--- src/adc_pkg.sv ---
// Purpose: shared constants for the dual sampling converter link
// Assumes: 250 MHz system clock on both ends
// Notes: times are kept in ns, counts derived from the clock period
`default_nettype none
package adc_pkg;
   localparam int CLK_PERIOD_NS = 4;
   localparam int DATA_W = 12;
   // Conversion times per mode, then acquisition, read guard and throughput times
   localparam int CONV_HS_NS = 3600;
   localparam int CONV_AS_NS = 6000;
   localparam int ACQ_NS = 300;
   localparam int READ_GUARD_NS = 300;
   localparam int THROUGHPUT_NS = 4000;
   // Longest times round down, least times round up
   localparam int CONV_HS_CYC = CONV_HS_NS / CLK_PERIOD_NS;
   localparam int CONV_AS_CYC = CONV_AS_NS / CLK_PERIOD_NS;
   localparam int ACQ_CYC = (ACQ_NS + CLK_PERIOD_NS - 1) / CLK_PERIOD_NS;
   localparam int GUARD_CYC =
      (READ_GUARD_NS + CLK_PERIOD_NS - 1) / CLK_PERIOD_NS;
   localparam int PERIOD_CYC = THROUGHPUT_NS / CLK_PERIOD_NS;
   localparam int CNT_W = 12;
   // Read strobe low and high widths on the host side
   localparam int RD_LOW_CYC = 2;
   localparam int RD_HIGH_CYC = 2;
   localparam int CS_LOW_CYC = 2;
   localparam logic [11:0] RESULT_RST = 12'h000;
   localparam logic MODE_HIGH_SAMPLE = 1'b0;
   localparam logic MODE_AUTO_SLEEP = 1'b1;
endpackage : adc_pkg
`default_nettype wire

--- src/adc_link_if.sv ---
// Purpose: pins between the host controller and the converter
// Assumes: one system clock shared by both ends
// Notes: result bus resolved here from the converter's enable
`default_nettype none
interface adc_link_if;
   logic convert_start_n;
   logic channel_select;
   logic cs_n;
   logic rd_n;
   logic busy;
   logic [11:0] result_bus_o;
   logic result_bus_oe;
   logic [11:0] result_bus;
   // Undriven bus reads as zero
   assign result_bus = result_bus_oe ? result_bus_o : 12'h000;
   modport device (input convert_start_n, input channel_select,
      input cs_n, input rd_n, output busy, output result_bus_o,
      output result_bus_oe);
   modport host (output convert_start_n, output channel_select,
      output cs_n, output rd_n, input busy, input result_bus);
endinterface : adc_link_if
`default_nettype wire

--- src/adc_device.sv ---
// Purpose: converter end: sampling, conversion timing and result readout
// Assumes: link pins are synchronous to i_sys_clk
// Notes: analog inputs arrive as already-quantised 12-bit codes
`default_nettype none
module adc_device #(
   parameter int CONV_HS = adc_pkg::CONV_HS_CYC,
   parameter int CONV_AS = adc_pkg::CONV_AS_CYC,
   parameter bit BIPOLAR = 1'b1
) (
   // Clock and reset
   input wire logic i_sys_clk,
   input wire logic i_sys_rst,
   // Mode strap and analog codes
   input wire logic i_auto_sleep,
   input wire logic [adc_pkg::DATA_W-1:0] i_chan_a_input_1,
   input wire logic [adc_pkg::DATA_W-1:0] i_chan_a_input_2,
   input wire logic [adc_pkg::DATA_W-1:0] i_chan_b_input_1,
   input wire logic [adc_pkg::DATA_W-1:0] i_chan_b_input_2,
   // Status
   output logic o_asleep,
   // Link
   adc_link_if.device link
);
   import adc_pkg::*;

   typedef enum logic [1:0] {
      S_IDLE = 2'b01,
      S_CONV = 2'b10
   } dev_state_e;

   typedef struct packed {
      dev_state_e st;
      logic [CNT_W-1:0] cnt;
      logic cs_prev;
      logic rd_prev;
      logic conv_prev;
      logic [DATA_W-1:0] held1;
      logic [DATA_W-1:0] held2;
      logic [DATA_W-1:0] res1;
      logic [DATA_W-1:0] res2;
      logic second;
      logic busy;
      logic asleep;
      logic [DATA_W-1:0] dout;
      logic oe;
   } dev_s;

   dev_s cur_ff;
   dev_s nxt_cur;

   // Code flip for unipolar variant keeps msb at bit 11 either way
   function automatic logic [DATA_W-1:0] code(
      input logic [DATA_W-1:0] v);
      code = BIPOLAR ? v : (v ^ 12'h800);
   endfunction : code

   // Sequencer and readout
   always_comb begin
      logic fall;
      logic rd_end;
      fall = 1'b0;
      rd_end = 1'b0;
      nxt_cur = cur_ff;
      fall = cur_ff.conv_prev & ~link.convert_start_n;
      rd_end = ~(cur_ff.cs_prev | cur_ff.rd_prev) &
         (link.cs_n | link.rd_n);
      nxt_cur.conv_prev = link.convert_start_n;
      nxt_cur.cs_prev = link.cs_n;
      nxt_cur.rd_prev = link.rd_n;
      unique case (cur_ff.st)
         S_IDLE: begin
            if (fall) begin
               // Both pair members frozen on the same edge
               nxt_cur.held1 = link.channel_select ?
                  i_chan_b_input_1 : i_chan_a_input_1;
               nxt_cur.held2 = link.channel_select ?
                  i_chan_b_input_2 : i_chan_a_input_2;
               nxt_cur.busy = 1'b1;
               nxt_cur.asleep = 1'b0;
               nxt_cur.second = 1'b0;
               nxt_cur.cnt = '0;
               nxt_cur.st = S_CONV;
            end
         end
         S_CONV: begin
            nxt_cur.cnt = cur_ff.cnt + 1'b1;
            // Sleep mode adds wake-up time to the conversion
            if (32'(cur_ff.cnt) + 1 >=
                  (i_auto_sleep ? CONV_AS : CONV_HS)) begin
               nxt_cur.res1 = code(cur_ff.held1);
               nxt_cur.res2 = code(cur_ff.held2);
               nxt_cur.busy = 1'b0;
               nxt_cur.asleep = i_auto_sleep;
               nxt_cur.st = S_IDLE;
            end
         end
         default: nxt_cur.st = S_IDLE;
      endcase
      // Reads during conversion return stale data, host must avoid
      nxt_cur.oe = ~link.cs_n & ~link.rd_n;
      nxt_cur.dout = cur_ff.second ? cur_ff.res2 : cur_ff.res1;
      if (rd_end && cur_ff.st == S_IDLE) begin
         nxt_cur.second = ~cur_ff.second;
      end
      if (fall) begin
         nxt_cur.second = 1'b0;
      end
   end

   // State register
   always_ff @(posedge i_sys_clk) begin
      if (i_sys_rst) begin
         cur_ff <= '{st: S_IDLE, cnt: '0, cs_prev: 1'b1, rd_prev: 1'b1,
            conv_prev: 1'b1, held1: RESULT_RST, held2: RESULT_RST,
            res1: RESULT_RST, res2: RESULT_RST, second: 1'b0,
            busy: 1'b0, asleep: 1'b0, dout: RESULT_RST, oe: 1'b0};
      end else begin
         cur_ff <= nxt_cur;
      end
   end

   assign link.busy = cur_ff.busy;
   assign link.result_bus_o = cur_ff.dout;
   assign link.result_bus_oe = cur_ff.oe;
   assign o_asleep = cur_ff.asleep;
endmodule : adc_device
`default_nettype wire

--- src/flat_wrapper.sv ---
// flat-port wrapper written by rule: the top's interface ports become plain ports
module adc_device_flat import adc_pkg::*;
#(
   parameter int CONV_HS = adc_pkg::CONV_HS_CYC,
   parameter int CONV_AS = adc_pkg::CONV_AS_CYC,
   parameter bit BIPOLAR = 1'b1
)
  (i_sys_clk, i_sys_rst, i_auto_sleep, i_chan_a_input_1, i_chan_a_input_2, i_chan_b_input_1, i_chan_b_input_2, o_asleep, link_convert_start_n, link_channel_select, link_cs_n, link_rd_n, link_busy, link_result_bus_o, link_result_bus_oe);
  adc_link_if link_i ();
  input wire logic i_sys_clk;
  input wire logic i_sys_rst;
  input wire logic i_auto_sleep;
  input wire logic [adc_pkg::DATA_W-1:0] i_chan_a_input_1;
  input wire logic [adc_pkg::DATA_W-1:0] i_chan_a_input_2;
  input wire logic [adc_pkg::DATA_W-1:0] i_chan_b_input_1;
  input wire logic [adc_pkg::DATA_W-1:0] i_chan_b_input_2;
  output logic o_asleep;
  input wire logic [$bits(link_i.convert_start_n)-1:0] link_convert_start_n;
  input wire logic [$bits(link_i.channel_select)-1:0] link_channel_select;
  input wire logic [$bits(link_i.cs_n)-1:0] link_cs_n;
  input wire logic [$bits(link_i.rd_n)-1:0] link_rd_n;
  output wire logic [$bits(link_i.busy)-1:0] link_busy;
  output wire logic [$bits(link_i.result_bus_o)-1:0] link_result_bus_o;
  output wire logic [$bits(link_i.result_bus_oe)-1:0] link_result_bus_oe;
  assign link_i.convert_start_n = link_convert_start_n;
  assign link_i.channel_select = link_channel_select;
  assign link_i.cs_n = link_cs_n;
  assign link_i.rd_n = link_rd_n;
  assign link_busy = link_i.busy;
  assign link_result_bus_o = link_i.result_bus_o;
  assign link_result_bus_oe = link_i.result_bus_oe;
  adc_device #(.CONV_HS(CONV_HS), .CONV_AS(CONV_AS), .BIPOLAR(BIPOLAR)) u_core (.i_sys_clk(i_sys_clk), .i_sys_rst(i_sys_rst), .i_auto_sleep(i_auto_sleep), .i_chan_a_input_1(i_chan_a_input_1), .i_chan_a_input_2(i_chan_a_input_2), .i_chan_b_input_1(i_chan_b_input_1), .i_chan_b_input_2(i_chan_b_input_2), .o_asleep(o_asleep), .link(link_i));
endmodule
--- config.mk ---
export PLATFORM = sky130hd
export DESIGN_NAME = adc_device_flat
export DESIGN_NICKNAME = d
export VERILOG_FILES = /design/src/adc_pkg.sv /design/src/adc_link_if.sv /design/src/adc_device.sv /design/src/flat_wrapper.sv
export SDC_FILE = /design/constraint.sdc
export NUM_CORES = 1
export LEC_CHECK = 0
export BUFFER_PORTS_ARGS = -buffer_cell sky130_fd_sc_hd__buf_4
export CELL_PAD_IN_SITES_DETAIL_PLACEMENT = 1
export CELL_PAD_IN_SITES_GLOBAL_PLACEMENT = 2
export CORE_MARGIN = 2
export CORE_UTILIZATION = 35
export DETAILED_ROUTE_END_ITERATION = 8
export PLACE_DENSITY = 0.82
export SETUP_SLACK_MARGIN = 0.4
export SLEW_MARGIN = 20
export SYNTH_ARGS = -nofsm -noshare
export SYNTH_HDL_FRONTEND = slang
export SYNTH_SLANG_ARGS = --single-unit
--- constraint.sdc ---
create_clock -name i_sys_clk -period 7.9 [get_ports i_sys_clk]
set_input_delay 1.58 -clock i_sys_clk [delete_from_list [all_inputs] [get_ports i_sys_clk]]
set_output_delay 1.58 -clock i_sys_clk [all_outputs]
set_load 0.01 [all_outputs]
Word-level counts from Yosys, hierarchy flattened
Index checks and enable logic that the tools add are counted.

Register bits: 81. Output and inout port bits: 15. Input port bits: 55. Word-level logic and storage cells: 55.

Reductions and logical operators: 11. Eq/ne operators: 4. Magnitude comparators: 1. Mux-type cells: 13. Bitwise operators: 10. Add/subtract/negate cells: 2.

Operators with widths (number): 12-bit 2-to-1 mux (3); 32-bit >= comparator (1); 12-bit one-hot mux with 2 select lines (1); 14-bit 2-to-1 mux (1); 12-bit by 1-bit adder with 13-bit output, second input constant (1); 12-bit by 1-bit adder with 12-bit output, second input constant (1); 11-bit 2-to-1 mux (1); 2-bit AND reduction (5); 2-bit one-hot mux with 2 select lines (2); 2-bit nonzero test (3); 1-bit NOT (5); 2-bit 2-to-1 mux (2); 2-bit by 1-bit inequality test with 1-bit output, second input constant (2); 1-bit AND (3); 3-bit 2-to-1 mux (1); 3-bit AND reduction (1); 2-bit by 1-bit == test with 1-bit output, second input constant (1); 2-bit == test, second input constant (1); 1-bit 2-to-1 mux (2); 1-bit OR (2); 2-bit OR reduction (1); 1-bit logical AND (1).

Depth between registers and ports, before layout
Depth in word-level cells: 6. Mapped depth: 13. Depth with buffers taken out: 11.

Worst setup path before layout
OpenSTA, ideal clock, no wires.

Kind: input to register. Start point: input i_auto_sleep. End point: register u_core.cur_ff[79] in the netlist's numbering. Data arrival time: 3080 ps. Data required time: 7778 ps. Path slack: 4699 ps. Path buffers: 0. Stages: 7. Library setup time: 122 ps. Cell sequence: inv_1 > ha_1 > a21o_1 > nor3b_1 > mux2i_1 > a311o_1 > a221o_1.

Longest elaborated chain between the ends: 4.

Ends and longest elaborated chain: start, declared (line flat_wrapper.sv:12) `input wire logic i_auto_sleep;`; 11-bit 2-to-1 mux (line adc_device.sv:89) `(i_auto_sleep ? CONV_AS : CONV_HS)) begin`; 32-bit >= comparator (line adc_device.sv:88) `if (32'(cur_ff.cnt) + 1 >=`; 2-bit by 1-bit inequality test with 1-bit output (no source line); 2-bit AND reduction (no source line); end signal, assigned (line adc_device.sv:113) `cur_ff <= '{st: S_IDLE, cnt: '0, cs_prev: 1'b1, rd_prev: 1'b1,`; end signal, assigned (line adc_device.sv:118) `cur_ff <= nxt_cur;`; end, declared (line adc_device.sv:48) `dev_s cur_ff;`.

Every way passes these cells. A chain may end at the register's enable or synchronous reset.

Final worst setup path
Start point: input i_auto_sleep. End point: register u_core.cur_ff[21] in the netlist's numbering.

Longest elaborated chain between the ends: 3.

Ends and longest elaborated chain (line): 11-bit 2-to-1 mux (adc_device.sv:89); 32-bit >= comparator (adc_device.sv:88); 2-bit AND reduction (no source line).

Every way passes these cells.

==> results by group <==
Outcome
  • Outcome: completed

Placement
  • Number of input and output port buffers inserted: about 70
  • Detailed-placement wirelength estimate: 6430 um
  • RePlAce Congestion: between 0.8 and 0.9

Setup path
  • Critical path peak fanout: 24
  • Type of element capturing the critical path: register
  • Startpoint Class: input port
  • Data arrival time of the critical path: 3.51 ns
  • Cells along the critical path: buf_4 > inv_1 > ha_1 > a21o_1 > nor3b_1 > mux2i_1 > a32o_1 > buf_4 > mux2i_1
  • Largest incremental delay on the critical path: 0.40 ns
  • Register-to-register setup slack: 4.73 ns
  • Origin of the critical flop-to-flop path: u_core.cur_ff[69]$_SDFFE_PP0P_
  • Worst Setup Path Type: input port to register
  • Reg2reg end: u_core.cur_ff[21]$_SDFFE_PP0P_
  • Cells on worst reg2reg path: 11
  • Data required time of the critical path: between 8 and 9 ns
  • Cell with the biggest individual delay on the critical path: sky130_fd_sc_hd__mux2i_1

GRT
  • Combined global-route utilization of all metal layers: 15.7%
  • Number of antenna violations at the first check in global routing: 0
  • Global-route congestion overflow total: 0
  • Global-route wire length before repair: around 15000 um
  • Via count of the first global-routing pass: a little over 3000
  • Maximum number of pins on one net before global-route repair: 106

Pwr
  • Post-route total power: approximately 0.00092 W
  • Maximum resistive drop on vdd: 0.0833 mV
  • Leakage dissipation: between 1.5 and 2 nW
  • Power Density: just under 200 nW/um^2

Die
  • Std-Cell Core Area: roughly 11000 um^2
  • Starting density of the core: a little over a third
  • Total die area: roughly 12000 um^2
  • Width of the chip: roughly 110 um
  • Number of placement rows: 38
  • Number of placed I/O pins: 70
  • Die Y-Extent: 110 um

Layout
  • Area taken by multi-input logic gates: 2070 um^2
  • Fraction of final layout cells with drive strength greater than 1: about a fifth
  • Sequential cell area in the final layout: 1620 um^2
  • Synthesis-to-finish area growth: 19.7%
  • Antenna diode instance count: 0
  • Most common library cell in the layout ignoring fill and taps: sky130_fd_sc_hd__dfxtp_1
  • Commonest cells after routing, fill and taps aside: sky130_fd_sc_hd__dfxtp_1, sky130_fd_sc_hd__buf_4, sky130_fd_sc_hd__mux2i_1, sky130_fd_sc_hd__nor2_1, sky130_fd_sc_hd__nand2b_1
  • Number of filler instances in the final layout: about 1300
  • Number of nets at the end of the flow: between 500 and 600

CTS
  • Number of post-CTS setup repair buffers: 0
  • CTS H-Tree Depth: 3
  • Clock root buffer: sky130_fd_sc_hd__clkbuf_16
  • Number of sinks driven by the clock tree: 81
  • Number of buffers inserted by hold repair at cts: 0
  • Number of buffers added by the clock tree synthesis step: 9
  • CTS tree: built
  • Max Buffers Root-to-Sink: 2
  • Clock-pin slew on the worst setup and hold paths: 0.06 ns
  • Post-CTS resize count: 0
  • Clock latency at the later pin of the worst-skew pair: roughly 0.33 ns

Routing
  • Total via count after detailed routing: 3001
  • Detailed Route WL: 9000 um
  • Routed WL per cell: 14.8 um
  • Residual DRC count: 0
  • Number of nets still failing antenna checks after routing: 0
  • Number of vias per cell: 4.93
  • Number of iterations in the first detailed-routing pass: 4
  • Violation count after the first detailed-route iteration: 90

Timing
  • Number of hold-slack violations in the final timing report: 0
  • Clock skew after layout: 0.00490 ns
  • Clock period minus final worst setup slack: 3.25 ns
  • Unrepaired setup endpoints after global routing: false
  • Summed negative setup slack over all endpoints: 0 ns
  • Transition time at the pin with the least slew margin: slightly below 0.9 ns
  • Maximum operating frequency: 0.307 GHz
  • Final setup vio count: 0
  • Tcrit/Tclk final: between 40% and 50%
  • Worst slew margin relative to its limit: 41.0%
  • Count of pins over their slew limit: 0

Logic synthesis
  • Sequential fraction of the synthesis area: 41.1%
  • Dominant cell type by area after synthesis: sky130_fd_sc_hd__dfxtp_1
  • Async set-or-reset flop fraction in the synthesized netlist: 0%
  • Number of nets produced by synthesis: 485
  • Number of distinct library cells after synthesis: 48
  • Leading cell types by total area after synthesis: sky130_fd_sc_hd__dfxtp_1, sky130_fd_sc_hd__mux2i_1, sky130_fd_sc_hd__nand2b_1
  • Synth top area share: 41.1%
  • Register bit total from synthesis: 81
  • Number of flops mapped to enable cells by yosys: 0
  • Post-synthesis cell area: ~3900 um^2
  • Cells after Synth: between 400 and 500
  • Most frequently used flop master after synthesis: sky130_fd_sc_hd__dfxtp_1
  • Avg Cell Area, Syn: 9.39 um^2
  • Number of warnings reported in the yosys synthesis log: 0

Hold path
  • Hold path cells: 2
  • Launch point of the worst hold path: u_core.cur_ff[53]$_SDFFE_PP0P_
  • Class of the most critical hold timing path: register to register
  • WHS Endpoint: u_core.cur_ff[29]$_SDFFE_PP0P_

Flow run
  • Number of max-cap violations: 0
[worst max-delay path by stage]
stage | startpoint | end
6_report | i_auto_sleep | u_core.cur_ff[21]$_SDFFE_PP0P_
4_1_cts | link_convert_start_n | u_core.cur_ff[69]$_SDFFE_PP0P_
3_5_place_dp | link_convert_start_n | u_core.cur_ff[69]$_SDFFE_PP0P_
3_3_place_gp | link_convert_start_n | u_core.cur_ff[69]$_SDFFE_PP0P_
2_1_floorplan | i_auto_sleep | u_core.cur_ff[79]$_SDFFE_PP1P_
5_1_grt | u_core.cur_ff[69]$_SDFFE_PP0P_ | u_core.cur_ff[79]$_SDFFE_PP1P_
[cell usage after synthesis (2+ instances only)]
master / instances
sky130_fd_sc_hd__a211oi_1: 24
sky130_fd_sc_hd__a21o_1: 2
sky130_fd_sc_hd__a21oi_1: 13
sky130_fd_sc_hd__a22oi_1: 6
sky130_fd_sc_hd__and3_1: 2
sky130_fd_sc_hd__buf_1: 4
sky130_fd_sc_hd__buf_12: 2
sky130_fd_sc_hd__buf_4: 12
sky130_fd_sc_hd__clkbuf_1: 18
sky130_fd_sc_hd__dfxtp_1: 81
sky130_fd_sc_hd__ha_1: 10
sky130_fd_sc_hd__inv_1: 8
sky130_fd_sc_hd__mux2i_1: 61
sky130_fd_sc_hd__nand2_1: 8
sky130_fd_sc_hd__nand2b_1: 50
sky130_fd_sc_hd__nand3_1: 5
sky130_fd_sc_hd__nand4b_1: 3
sky130_fd_sc_hd__nor2_1: 57
sky130_fd_sc_hd__nor3_1: 4
sky130_fd_sc_hd__o2111ai_1: 3
sky130_fd_sc_hd__o21a_1: 3
sky130_fd_sc_hd__o21ai_0: 10
sky130_fd_sc_hd__or2_2: 3
sky130_fd_sc_hd__or3_1: 2
sky130_fd_sc_hd__xnor2_1: 3
sky130_fd_sc_hd__xor2_1: 4
[worst max-delay path: cells and delay by family]
family	cells	cell delay (ns)
multiplexers	2	0.66
buffers and inverters	3	0.56
AO/OA/AOI/OAI	2	0.33
adder cells (fa/ha/maj)	1	0.31
AND/OR/NAND/NOR	1	0.05
[where the power goes]
part	switching (W)	internal (W)
combinational	0.0000512	0.0000485
clock	0.000172	0.000215
sequential	0.0000101	0.000425
total	0.000233	0.000688
[final cells by class]
cell class | count | area share (%)
Clock buffer | 9 | 4.77
Tap cell | 140 | 3.71
Sequential cell | 81 | 34.3
Inverter | 8 | 0.636
Clock inverter | 7 | 1.14
Timing Repair Buffer | 71 | 11.6
Multi-Input combinational cell | 293 | 43.9
[cells by family after synthesis]
logic type                 after synthesis  synth area share [%]
xor gates and xnor gates                 7                  1.55
muxes                                   61                  15.5
AOI/OAI and AO/OA                       71                  12.4
and+or+nand+nor                        144                  19.7
buffers and inverters                   46                  6.57
adders and majority gates               10                  3.17
DFF                                     81                  41.1
[layer usage]
| layer | vias to the layer above | share of wire [%] | GRT usage, % | wire length [um] |
|---|---|---|---|---|
| met3 | 12 | 3.3 | 2.53 | 298 |
| li1 | 1542 | - | - | - |
| met5 | - | 0 | 0 | 0 |
| met1 | 1392 | 52 | 22.5 | 4630 |
| met2 | 55 | 44 | 23.7 | 3940 |
| met4 | 0 | 1.4 | 6.25 | 126 |
[metrics by stage]
stage	instance area (um^2)	hold WS [ns]	cells	util [%]	worst slack, ns
6_report	4720	0.474	609	43.2	4.65
4_1_cts	4700	0.480	608	43.0	4.60
3_3_place_gp	4420	0.458	592	40.4	4.34
2_1_floorplan	3940	0.448	420	-	4.70
3_5_place_dp	4420	0.466	592	40.4	4.27
5_1_grt	4720	0.495	609	43.2	4.48
[registers in the layout, summed over array words and instances, names as in the netlist]
register	count
u_core.cur_ff	66
u_core.link.busy	1
u_core.link.result_bus_o	12
u_core.o_asleep	1
u_core.link.result_bus_oe	1
(Power assumes the default switching activity.)
